File: src/core/sideband_consts.svh
`ifndef SIDEBAND_CONSTS_SVH
`define SIDEBAND_CONSTS_SVH
`define NUM_MEM_PORTS 6
`define NUM_DMA_CH 8
`define NUM_CORES 2
`define IRQ_VEC_W 32
`define GP_W 32
`define TRACE_EV_W 32
`define TRACE_DIV_HALF 4'h3
`define TRACE_DIV_W 4
`define WARM_ACK_TIMEOUT 12'hFFF
`define WARM_CNT_W 12
`endif

File: src/core/sideband_pkg.sv
package sideband_pkg;
  typedef struct packed {
    logic cold;
    logic warm;
    logic debug;
  } reset_req_t;
  typedef struct packed {
    logic [1:0] wait_event;
    logic [1:0] wait_irq;
    logic wake_out;
  } core_status_t;
  typedef struct packed {
    logic [31:0] irq_high;
    logic [31:0] irq_low;
  } irq_pair_t;
  typedef enum logic [1:0] {
    RST_RUN,
    RST_WARM_REQ,
    RST_WARM_HOLD,
    RST_COLD
  } rst_state_t;
endpackage : sideband_pkg

File: src/core/processor_fabric_sideband.sv
`timescale 1ns/1ps
`include "sideband_consts.svh"
// Behaviour
// - combined fabric reset on cold and warm resets; cold output on cold only.
// - warm reset raises a request; fabric answers with acknowledge.
// - accept cold, warm and debug reset requests from fabric.
// - eight independent DMA request channels forwarded to DMA controller.
// - wake event input acts like a send-event instruction, waking waiting cores.
// - wake event output asserts when either core executes send-event.
// - two-bit wait-for-event flags, one per core.
// - two-bit wait-for-interrupt flags, one per core.
// - 64 interrupts as low vector 0..31 and high vector 32..63.
// - fabric interrupts treated as asynchronous and synchronised before use.
// - 32 general-purpose signals each direction.
// - a rising edge on any trace event input inserts one message into the trace stream; edges in the same cycle share one message.
// - trace port drives its own clock output into the fabric.
module processor_fabric_sideband (
  // clock and reset
  input wire logic clk,
  input wire logic reset,
  // memory port clocks from fabric, edge-detected into sticky per-port seen flags
  input wire logic [`NUM_MEM_PORTS-1:0] memory_port_clock,
  output logic [`NUM_MEM_PORTS-1:0] mem_port_clock_seen,
  // internal reset causes from the reset manager
  input wire logic cold_reset_cause,
  input wire logic warm_reset_cause,
  // resets to fabric
  output logic fabric_reset_out,
  output logic fabric_cold_reset_out,
  output logic warm_reset_req_out,
  input wire logic warm_reset_ack_in,
  // reset requests from fabric
  input wire sideband_pkg::reset_req_t reset_request_in,
  output sideband_pkg::reset_req_t reset_request_to_mgr,
  // dma
  input wire logic [`NUM_DMA_CH-1:0] dma_request_in,
  output logic [`NUM_DMA_CH-1:0] dma_request_to_ctrl,
  // processor events and standby
  input wire logic wake_event_in,
  input wire logic [`NUM_CORES-1:0] core_send_event,
  input wire logic [`NUM_CORES-1:0] core_in_wfe,
  input wire logic [`NUM_CORES-1:0] core_in_wfi,
  output logic [`NUM_CORES-1:0] core_wake,
  output sideband_pkg::core_status_t processor_event_bundle,
  // interrupts
  input wire sideband_pkg::irq_pair_t irq_in,
  output sideband_pkg::irq_pair_t irq_to_gic,
  // general purpose
  input wire logic [`GP_W-1:0] gp_from_fabric,
  input wire logic [`GP_W-1:0] gp_from_processor,
  output logic [`GP_W-1:0] gp_to_processor,
  output logic [`GP_W-1:0] gp_to_fabric,
  // trace
  input wire logic [`TRACE_EV_W-1:0] trace_event_inputs,
  output logic trace_msg_valid,
  output logic [`TRACE_EV_W-1:0] trace_msg_events,
  output logic trace_port_clock_out
);

  // synchroniser stages for all pin inputs
  logic [$bits(sideband_pkg::irq_pair_t)-1:0] irq_s1_q, irq_s2_q;
  logic [`NUM_DMA_CH-1:0] dma_s1_q, dma_s2_q;
  logic [$bits(sideband_pkg::reset_req_t)-1:0] rreq_s1_q, rreq_s2_q;
  logic wake_s1_q, wake_s2_q, ack_s1_q, ack_s2_q;
  logic [`GP_W-1:0] gp_s1_q, gp_s2_q;
  logic [`TRACE_EV_W-1:0] tev_s1_q, tev_s2_q, tev_prev_q;
  logic [`NUM_MEM_PORTS-1:0] mclk_s1_q, mclk_s2_q, mclk_s3_q;

  always_ff @(posedge clk or posedge reset) begin
    if (reset) begin
      irq_s1_q <= '0;
      irq_s2_q <= '0;
      dma_s1_q <= '0;
      dma_s2_q <= '0;
      rreq_s1_q <= '0;
      rreq_s2_q <= '0;
      wake_s1_q <= 1'h0;
      wake_s2_q <= 1'h0;
      ack_s1_q <= 1'h0;
      ack_s2_q <= 1'h0;
      gp_s1_q <= '0;
      gp_s2_q <= '0;
      tev_s1_q <= '0;
      tev_s2_q <= '0;
      mclk_s1_q <= '0;
      mclk_s2_q <= '0;
    end else begin
      irq_s1_q <= irq_in;
      irq_s2_q <= irq_s1_q;
      dma_s1_q <= dma_request_in;
      dma_s2_q <= dma_s1_q;
      rreq_s1_q <= reset_request_in;
      rreq_s2_q <= rreq_s1_q;
      wake_s1_q <= wake_event_in;
      wake_s2_q <= wake_s1_q;
      ack_s1_q <= warm_reset_ack_in;
      ack_s2_q <= ack_s1_q;
      gp_s1_q <= gp_from_fabric;
      gp_s2_q <= gp_s1_q;
      tev_s1_q <= trace_event_inputs;
      tev_s2_q <= tev_s1_q;
      mclk_s1_q <= memory_port_clock;
      mclk_s2_q <= mclk_s1_q;
    end
  end

  // forwarding registers
  wire [`NUM_CORES-1:0] wake_d = core_in_wfe & {`NUM_CORES{wake_s2_q}};
  wire [`TRACE_EV_W-1:0] tev_rise = tev_s2_q & ~tev_prev_q;
  wire [`NUM_MEM_PORTS-1:0] mclk_edge = mclk_s2_q ^ mclk_s3_q;

  always_ff @(posedge clk or posedge reset) begin
    if (reset) begin
      irq_to_gic <= '0;
      dma_request_to_ctrl <= '0;
      reset_request_to_mgr <= '0;
      core_wake <= '0;
      processor_event_bundle <= '0;
      gp_to_processor <= '0;
      gp_to_fabric <= '0;
      tev_prev_q <= '0;
      trace_msg_valid <= 1'h0;
      trace_msg_events <= '0;
      mclk_s3_q <= '0;
      mem_port_clock_seen <= '0;
    end else begin
      irq_to_gic <= irq_s2_q;
      dma_request_to_ctrl <= dma_s2_q;
      reset_request_to_mgr <= rreq_s2_q;
      core_wake <= wake_d;
      processor_event_bundle.wake_out <= |core_send_event;
      processor_event_bundle.wait_event <= core_in_wfe;
      processor_event_bundle.wait_irq <= core_in_wfi;
      gp_to_processor <= gp_s2_q;
      gp_to_fabric <= gp_from_processor;
      tev_prev_q <= tev_s2_q;
      trace_msg_valid <= |tev_rise;
      trace_msg_events <= tev_rise;
      mclk_s3_q <= mclk_s2_q;
      mem_port_clock_seen <= mem_port_clock_seen | mclk_edge;
    end
  end

  // trace clock divider
  logic [`TRACE_DIV_W-1:0] tdiv_q;
  wire tdiv_wrap = (tdiv_q == `TRACE_DIV_HALF);
  always_ff @(posedge clk or posedge reset) begin
    if (reset) begin
      tdiv_q <= '0;
      trace_port_clock_out <= 1'h0;
    end else begin
      tdiv_q <= tdiv_wrap ? '0 : tdiv_q + 1'h1;
      if (tdiv_wrap) begin
        trace_port_clock_out <= ~trace_port_clock_out;
      end
    end
  end

  // reset sequencer: warm reset waits for fabric acknowledge or timeout
  sideband_pkg::rst_state_t st_q, st_d;
  logic [`WARM_CNT_W-1:0] wcnt_q;
  wire wtimeout = (wcnt_q == `WARM_ACK_TIMEOUT);

  always_comb begin
    st_d = st_q;
    case (st_q)
      sideband_pkg::RST_RUN: begin
        if (cold_reset_cause) st_d = sideband_pkg::RST_COLD;
        else if (warm_reset_cause) st_d = sideband_pkg::RST_WARM_REQ;
      end
      sideband_pkg::RST_WARM_REQ: begin
        if (cold_reset_cause) st_d = sideband_pkg::RST_COLD;
        else if (ack_s2_q || wtimeout) st_d = sideband_pkg::RST_WARM_HOLD;
      end
      sideband_pkg::RST_WARM_HOLD: begin
        if (cold_reset_cause) st_d = sideband_pkg::RST_COLD;
        else if (!warm_reset_cause) st_d = sideband_pkg::RST_RUN;
      end
      sideband_pkg::RST_COLD: begin
        if (!cold_reset_cause) st_d = sideband_pkg::RST_RUN;
      end
      default: st_d = sideband_pkg::RST_RUN;
    endcase
  end

  wire in_reset_d = (st_d == sideband_pkg::RST_WARM_HOLD) || (st_d == sideband_pkg::RST_COLD);

  always_ff @(posedge clk or posedge reset) begin
    if (reset) begin
      st_q <= sideband_pkg::RST_COLD;
      wcnt_q <= '0;
      fabric_reset_out <= 1'h1;
      fabric_cold_reset_out <= 1'h1;
      warm_reset_req_out <= 1'h0;
    end else begin
      st_q <= st_d;
      wcnt_q <= (st_q == sideband_pkg::RST_WARM_REQ && !wtimeout) ? wcnt_q + 1'h1 : '0;
      fabric_reset_out <= in_reset_d;
      fabric_cold_reset_out <= (st_d == sideband_pkg::RST_COLD);
      warm_reset_req_out <= (st_d == sideband_pkg::RST_WARM_REQ);
    end
  end

  property p_irq_sync;
    @(posedge clk) disable iff (reset) 1'b1 ##3 (irq_to_gic == $past(irq_in, 3));
  endproperty
  a_irq_sync: assert property (p_irq_sync) else $error("irq not forwarded after sync");

  property p_cold_only;
    @(posedge clk) disable iff (reset) fabric_cold_reset_out |-> fabric_reset_out;
  endproperty
  a_cold_only: assert property (p_cold_only) else $error("cold reset without combined reset");

  property p_warm_req;
    @(posedge clk) disable iff (reset)
      (st_q == sideband_pkg::RST_RUN && warm_reset_cause && !cold_reset_cause) |=> warm_reset_req_out;
  endproperty
  a_warm_req: assert property (p_warm_req) else $error("warm request not raised");

  property p_dma;
    @(posedge clk) disable iff (reset) 1'b1 ##3 (dma_request_to_ctrl == $past(dma_request_in, 3));
  endproperty
  a_dma: assert property (p_dma) else $error("dma request lost");

  property p_reqs;
    @(posedge clk) disable iff (reset) 1'b1 ##3 (reset_request_to_mgr == $past(reset_request_in, 3));
  endproperty
  a_reqs: assert property (p_reqs) else $error("reset request lost");

  property p_wake;
    @(posedge clk) disable iff (reset) (wake_s2_q && core_in_wfe[0]) |=> core_wake[0];
  endproperty
  a_wake: assert property (p_wake) else $error("core not woken");

  property p_sev;
    @(posedge clk) disable iff (reset) (|core_send_event) |=> processor_event_bundle.wake_out;
  endproperty
  a_sev: assert property (p_sev) else $error("wake out missing");

  property p_flags;
    @(posedge clk) disable iff (reset)
      1'b1 |=> (processor_event_bundle.wait_event == $past(core_in_wfe)
                && processor_event_bundle.wait_irq == $past(core_in_wfi));
  endproperty
  a_flags: assert property (p_flags) else $error("standby flags wrong");

  property p_gp;
    @(posedge clk) disable iff (reset) 1'b1 ##3 (gp_to_processor == $past(gp_from_fabric, 3));
  endproperty
  a_gp: assert property (p_gp) else $error("gp path wrong");

  property p_trace;
    @(posedge clk) disable iff (reset)
      1'b1 ##3 (trace_msg_events == ($past(trace_event_inputs, 3) & ~$past(trace_event_inputs, 4))
                && trace_msg_valid == |($past(trace_event_inputs, 3) & ~$past(trace_event_inputs, 4)));
  endproperty
  a_trace: assert property (p_trace) else $error("trace message missing");

endmodule : processor_fabric_sideband

File: config.mk
export PLATFORM = sky130hd
export DESIGN_NAME = processor_fabric_sideband
export DESIGN_NICKNAME = d
export VERILOG_FILES = /design/src/core/sideband_pkg.sv /design/src/core/processor_fabric_sideband.sv
export VERILOG_INCLUDE_DIRS = /design/src /design/src/core
export SDC_FILE = /design/constraint.sdc
export NUM_CORES = 1
export LEC_CHECK = 0
export BUFFER_PORTS_ARGS = -buffer_cell sky130_fd_sc_hd__buf_2
export CAP_MARGIN = 20
export CELL_PAD_IN_SITES_DETAIL_PLACEMENT = 0
export CELL_PAD_IN_SITES_GLOBAL_PLACEMENT = 1
export CORE_MARGIN = 4
export CORE_UTILIZATION = 39
export DETAILED_ROUTE_END_ITERATION = 16
export PLACE_DENSITY_LB_ADDON = 0.05
export RECOVER_POWER = 100
export SLEW_MARGIN = 0
export SYNTH_ARGS = -nofsm -noshare
export SYNTH_HDL_FRONTEND = slang
export SYNTH_SLANG_ARGS = --single-unit
File: constraint.sdc
create_clock -name clk -period 18.5 [get_ports clk]
set_clock_uncertainty 0.2 [all_clocks]
set_input_delay 2.775 -clock clk [delete_from_list [all_inputs] [get_ports clk]]
set_output_delay 2.775 -clock clk [all_outputs]
set_load 0.005 [all_outputs]
==> results.py <==
metrics = {
    "power_and_ir_drop": {
        "p_leak_uw": 0.008462,
        "powerDensity_nw_per_um2": 129.0,
        "ir_drop_mv": 0.08522,
    },
    "hold_path": {
        "whs_path_depth": 0,
        "hold_class": "register to register",
    },
    "setup_path": {
        "path_cells": "clkbuf_1 > clkinvlp_2",
        "critPathSlowestCell": "clkinvlp_2",
        "slowest_delay_ps": 3250,
        "crit_arrival_ps": 6190,
        "required_ps": 17910,
        "critPathBufInv": 2,
        "cpLargestDelayFamily": "buffers and inverters",
        "worstSetupStartpointType": "input pin",
        "path_class": "input pin to async pin",
        "worst-path-stages": 2,
        "end_kind": "async pin",
        "path_max_fanout": 141,
        "ff2ff_path_depth": 5,
    },
    "floorplan": {
        "rows": 69,
        "die_area_sq_um": 39730,
        "start_util_pct": 39.84,
        "die_w_um": 199.3,
        "core-area_sq_um": 35830,
        "io_pins": 378,
        "die_h_um": 199.3,
    },
    "synthesis": {
        "synth_compound_area_share_pct": 0.3506,
        "yosysWarnings": 0,
        "synth.net_count": 856,
        "synth_area_per_cell_sq_um": 21.47,
        "synth_top_family_by_area": "simple AND/OR/NAND/NOR gates",
        "synth_edf_count": 0,
        "syn_inst": 665,
        "postSynth.asyncResetShare_pct": 100.0,
        "synth_fa_ha_area_share_pct": 0.1753,
        "syn-cell-area_sq_um": 14270,
        "synthXorXnorAreaFrac_pct": 0.9817,
        "muxShareOfSynthArea_pct": 0.07012,
        "synth_flop_cell": "dfrtp_1",
        "ys_types": 31,
        "synth_seq_area_share_pct": 94.34,
        "ys_seq_elements": 538,
        "synth-simple-area-share_pct": 3.786,
    },
    "global_routing": {
        "grt_usage_pct": 13.90,
        "grt_max_degree": 208,
        "grt_first_pass_wirelength_um": 41460,
        "antenna_found_initial": 11,
        "grt_pass1_vias": 7190,
        "grt.overflow.total": 0,
    },
    "route": {
        "antenna_left": 0,
        "dr.pass1.iters": 4,
        "avgRoutedWirePerCell_um": 16.94,
        "drt-total-wl_um": 27080,
        "via_count": 6592,
        "drc": 0,
        "via_per_inst": 4.123,
        "drtIter0Drc": 258,
    },
    "finish": {
        "drive_gt1_share_pct": 26.58,
        "fin_nets": 1286,
        "fin_area_sq_um": 18280,
        "area_growth_pct": 28.08,
    },
    "timing": {
        "fmax_mhz": 147.5,
        "worstMarginPinSlew_ps": 5866,
        "setup_slack_ps": 11720,
        "slew_headroom_pct": -293.2,
        "slew_viol_final": 142,
        "hold_violations": 0,
        "tns_ps": 0,
        "period_share_pct": 36.64,
        "finalSetupViolations": 0,
        "rsz0062_at_grt": "false",
        "min_period_ps": 6778,
    },
    "place": {
        "post_dp_cell_area_sq_um": 16760,
        "numPortBuffers": 377,
        "pre_cts_ws_ps": 13600,
        "place.gp.congestion": 0.6873,
        "dp_hpwl_um": 18530,
    },
    "cts": {
        "cts_num_sinks": 538,
        "cts_buffers": 53,
        "path_clk_slew_ps": 60,
        "cts_post_setup_buffers_inserted": 0,
        "cts_hold_buf": 0,
        "htree_num_levels": 2,
        "root_buffer": "clkbuf_16",
        "cts_tree": "done",
        "clkLatencyLatePin_ps": 590,
        "ctsResizeCount": 0,
        "clock_path_buffers": 3,
    },
    "flow_run": {
        "drv_cap": 1,
    },
    "run_status": {
        "status": "complete, but fails checks",
        "violations": "capacitance limit, slew limit",
    },
}
==> state kept, by name (all words and copies together) (netlist names), 12 cells and up <==
signal            count
gp_s2_q              32
wcnt_q               12
irq_s2_q             64
gp_to_fabric         32
irq_s1_q             64
tev_s2_q             32
gp_to_processor      32
gp_s1_q              32
trace_msg_events     32
irq_to_gic           64
tev_s1_q             32
tev_prev_q           32
==> through the flow <==
| step | std cells | hold WS (ps) | util (%) | power [uW] |
|---|---|---|---|---|
| 3_3_place_gp | 1501 | 131.1 | 46.79 | 1350 |
| 4_1_cts | 1597 | 140.3 | 51.63 | 2409 |
| 3_5_place_dp | 1501 | 134.7 | 46.79 | 1353 |
| 6_report | 1599 | 140.0 | 51.03 | 2358 |
| 2_1_floorplan | 665 | 131.2 | - | 1298 |
| 5_1_grt | 1598 | 145.3 | 51.03 | 2470 |
==> path summary, 6_finish.rpt <==
check,startpoint,endpoint,slack (ps)
worst max register to register,wcnt_q[0]$_DFF_PP0_,wcnt_q[7]$_DFF_PP0_,16410
max in group clk,fabric_reset_out$_DFF_PP1_,fabric_reset_out,14270
worst min-delay path,irq_s2_q[62]$_DFF_PP0_,irq_to_gic[62]$_DFF_PP0_,140
min in group asynchronous,reset,irq_to_gic[44]$_DFF_PP0_,3790
worst max-delay path,reset,gp_s1_q[7]$_DFF_PP0_,11720
worst min register to register,irq_s2_q[62]$_DFF_PP0_,irq_to_gic[62]$_DFF_PP0_,140
==> report_power, final <==
group	internal (uW)	total (uW)	switching [uW]
Sequential	1230	1250	15.3
Combinational	27.8	73.0	45.2
Clock	602	1040	433
Total	1860	2360	493
==> metal layers <==
metal	up-vias	wire length (um)	global-route usage (%)
met5	-	115	0
met2	226	13240	21.63
met1	3299	9784	16.58
met4	18	762	5.041
li1	2976	-	-
met3	73	3185	7.452
==> Yosys cell counts, types with 2 or more instances <==
master	n	area, sq um
nor4_1	9	56.30
ha_1	2	25.02
inv_1	5	18.77
o21ai_0	2	10.01
nor2_1	12	45.04
clkbuf_1	2	7.510
a21oi_1	2	10.01
dfstp_2	3	78.83
nand3_1	5	25.02
and4_1	2	17.52
nand4_1	6	37.54
or2_2	2	12.51
xor2_1	7	61.31
a31oi_1	2	12.51
xnor2_1	9	78.83
dfrtp_1	535	13390
or2_1	2	12.51
nand2_1	5	18.77
and2_1	2	12.51
nor2b_1	34	212.7
nand2b_1	7	43.79
==> final cells by class <==
| type | instances | area, sq um |
|---|---|---|
| antenna | 2 | 5.005 |
| clock buffer | 82 | 1575 |
| inverter | 5 | 20.02 |
| tap | 461 | 576.8 |
| multi-input combinational | 118 | 759.5 |
| fill | 3040 | 17540 |
| timing repair buffer | 379 | 1720 |
| clock inverter | 14 | 160.2 |
| sequential | 538 | 13470 |
==> layout by cell type, fill, tap and decap left out, types with 2 or more instances in the layout <==
master / netlist / routed
nor2b_1: 34 / 34
o21ai_0: 2 / 2
inv_1: 5 / 4
nand2b_1: 7 / 7
nor2_1: 12 / 12
buf_12: 0 / 2
a31oi_1: 2 / 2
xnor2_1: 9 / 9
clkinvlp_4: 0 / 3
nand2_1: 5 / 5
clkbuf_8: 0 / 14
nand3_1: 5 / 5
xor2_1: 7 / 7
diode_2: 0 / 2
clkinv_2: 0 / 6
clkbuf_1: 2 / 178
dfstp_2: 3 / 2
nand4_1: 6 / 6
buf_2: 1 / 212
or2_2: 2 / 2
clkinv_16: 0 / 2
nor4_1: 9 / 10
dfrtp_1: 535 / 535
buf_1: 0 / 2
clkbuf_16: 0 / 53
a21oi_1: 2 / 2
and4_1: 2 / 2
ha_1: 2 / 2
==> logic make-up (layout without fill, tap and decap cells) <==
logic type | Yosys count | in the layout
flops | 538 | 538
xor+xnor | 16 | 16
fa+ha+maj | 2 | 2
mux | 1 | 1
other cells | 0 | 2
simple gates | 91 | 91
buf+inv | 9 | 480
compound gates | 8 | 8
Note: power is estimated with default switching activity, not from simulation.
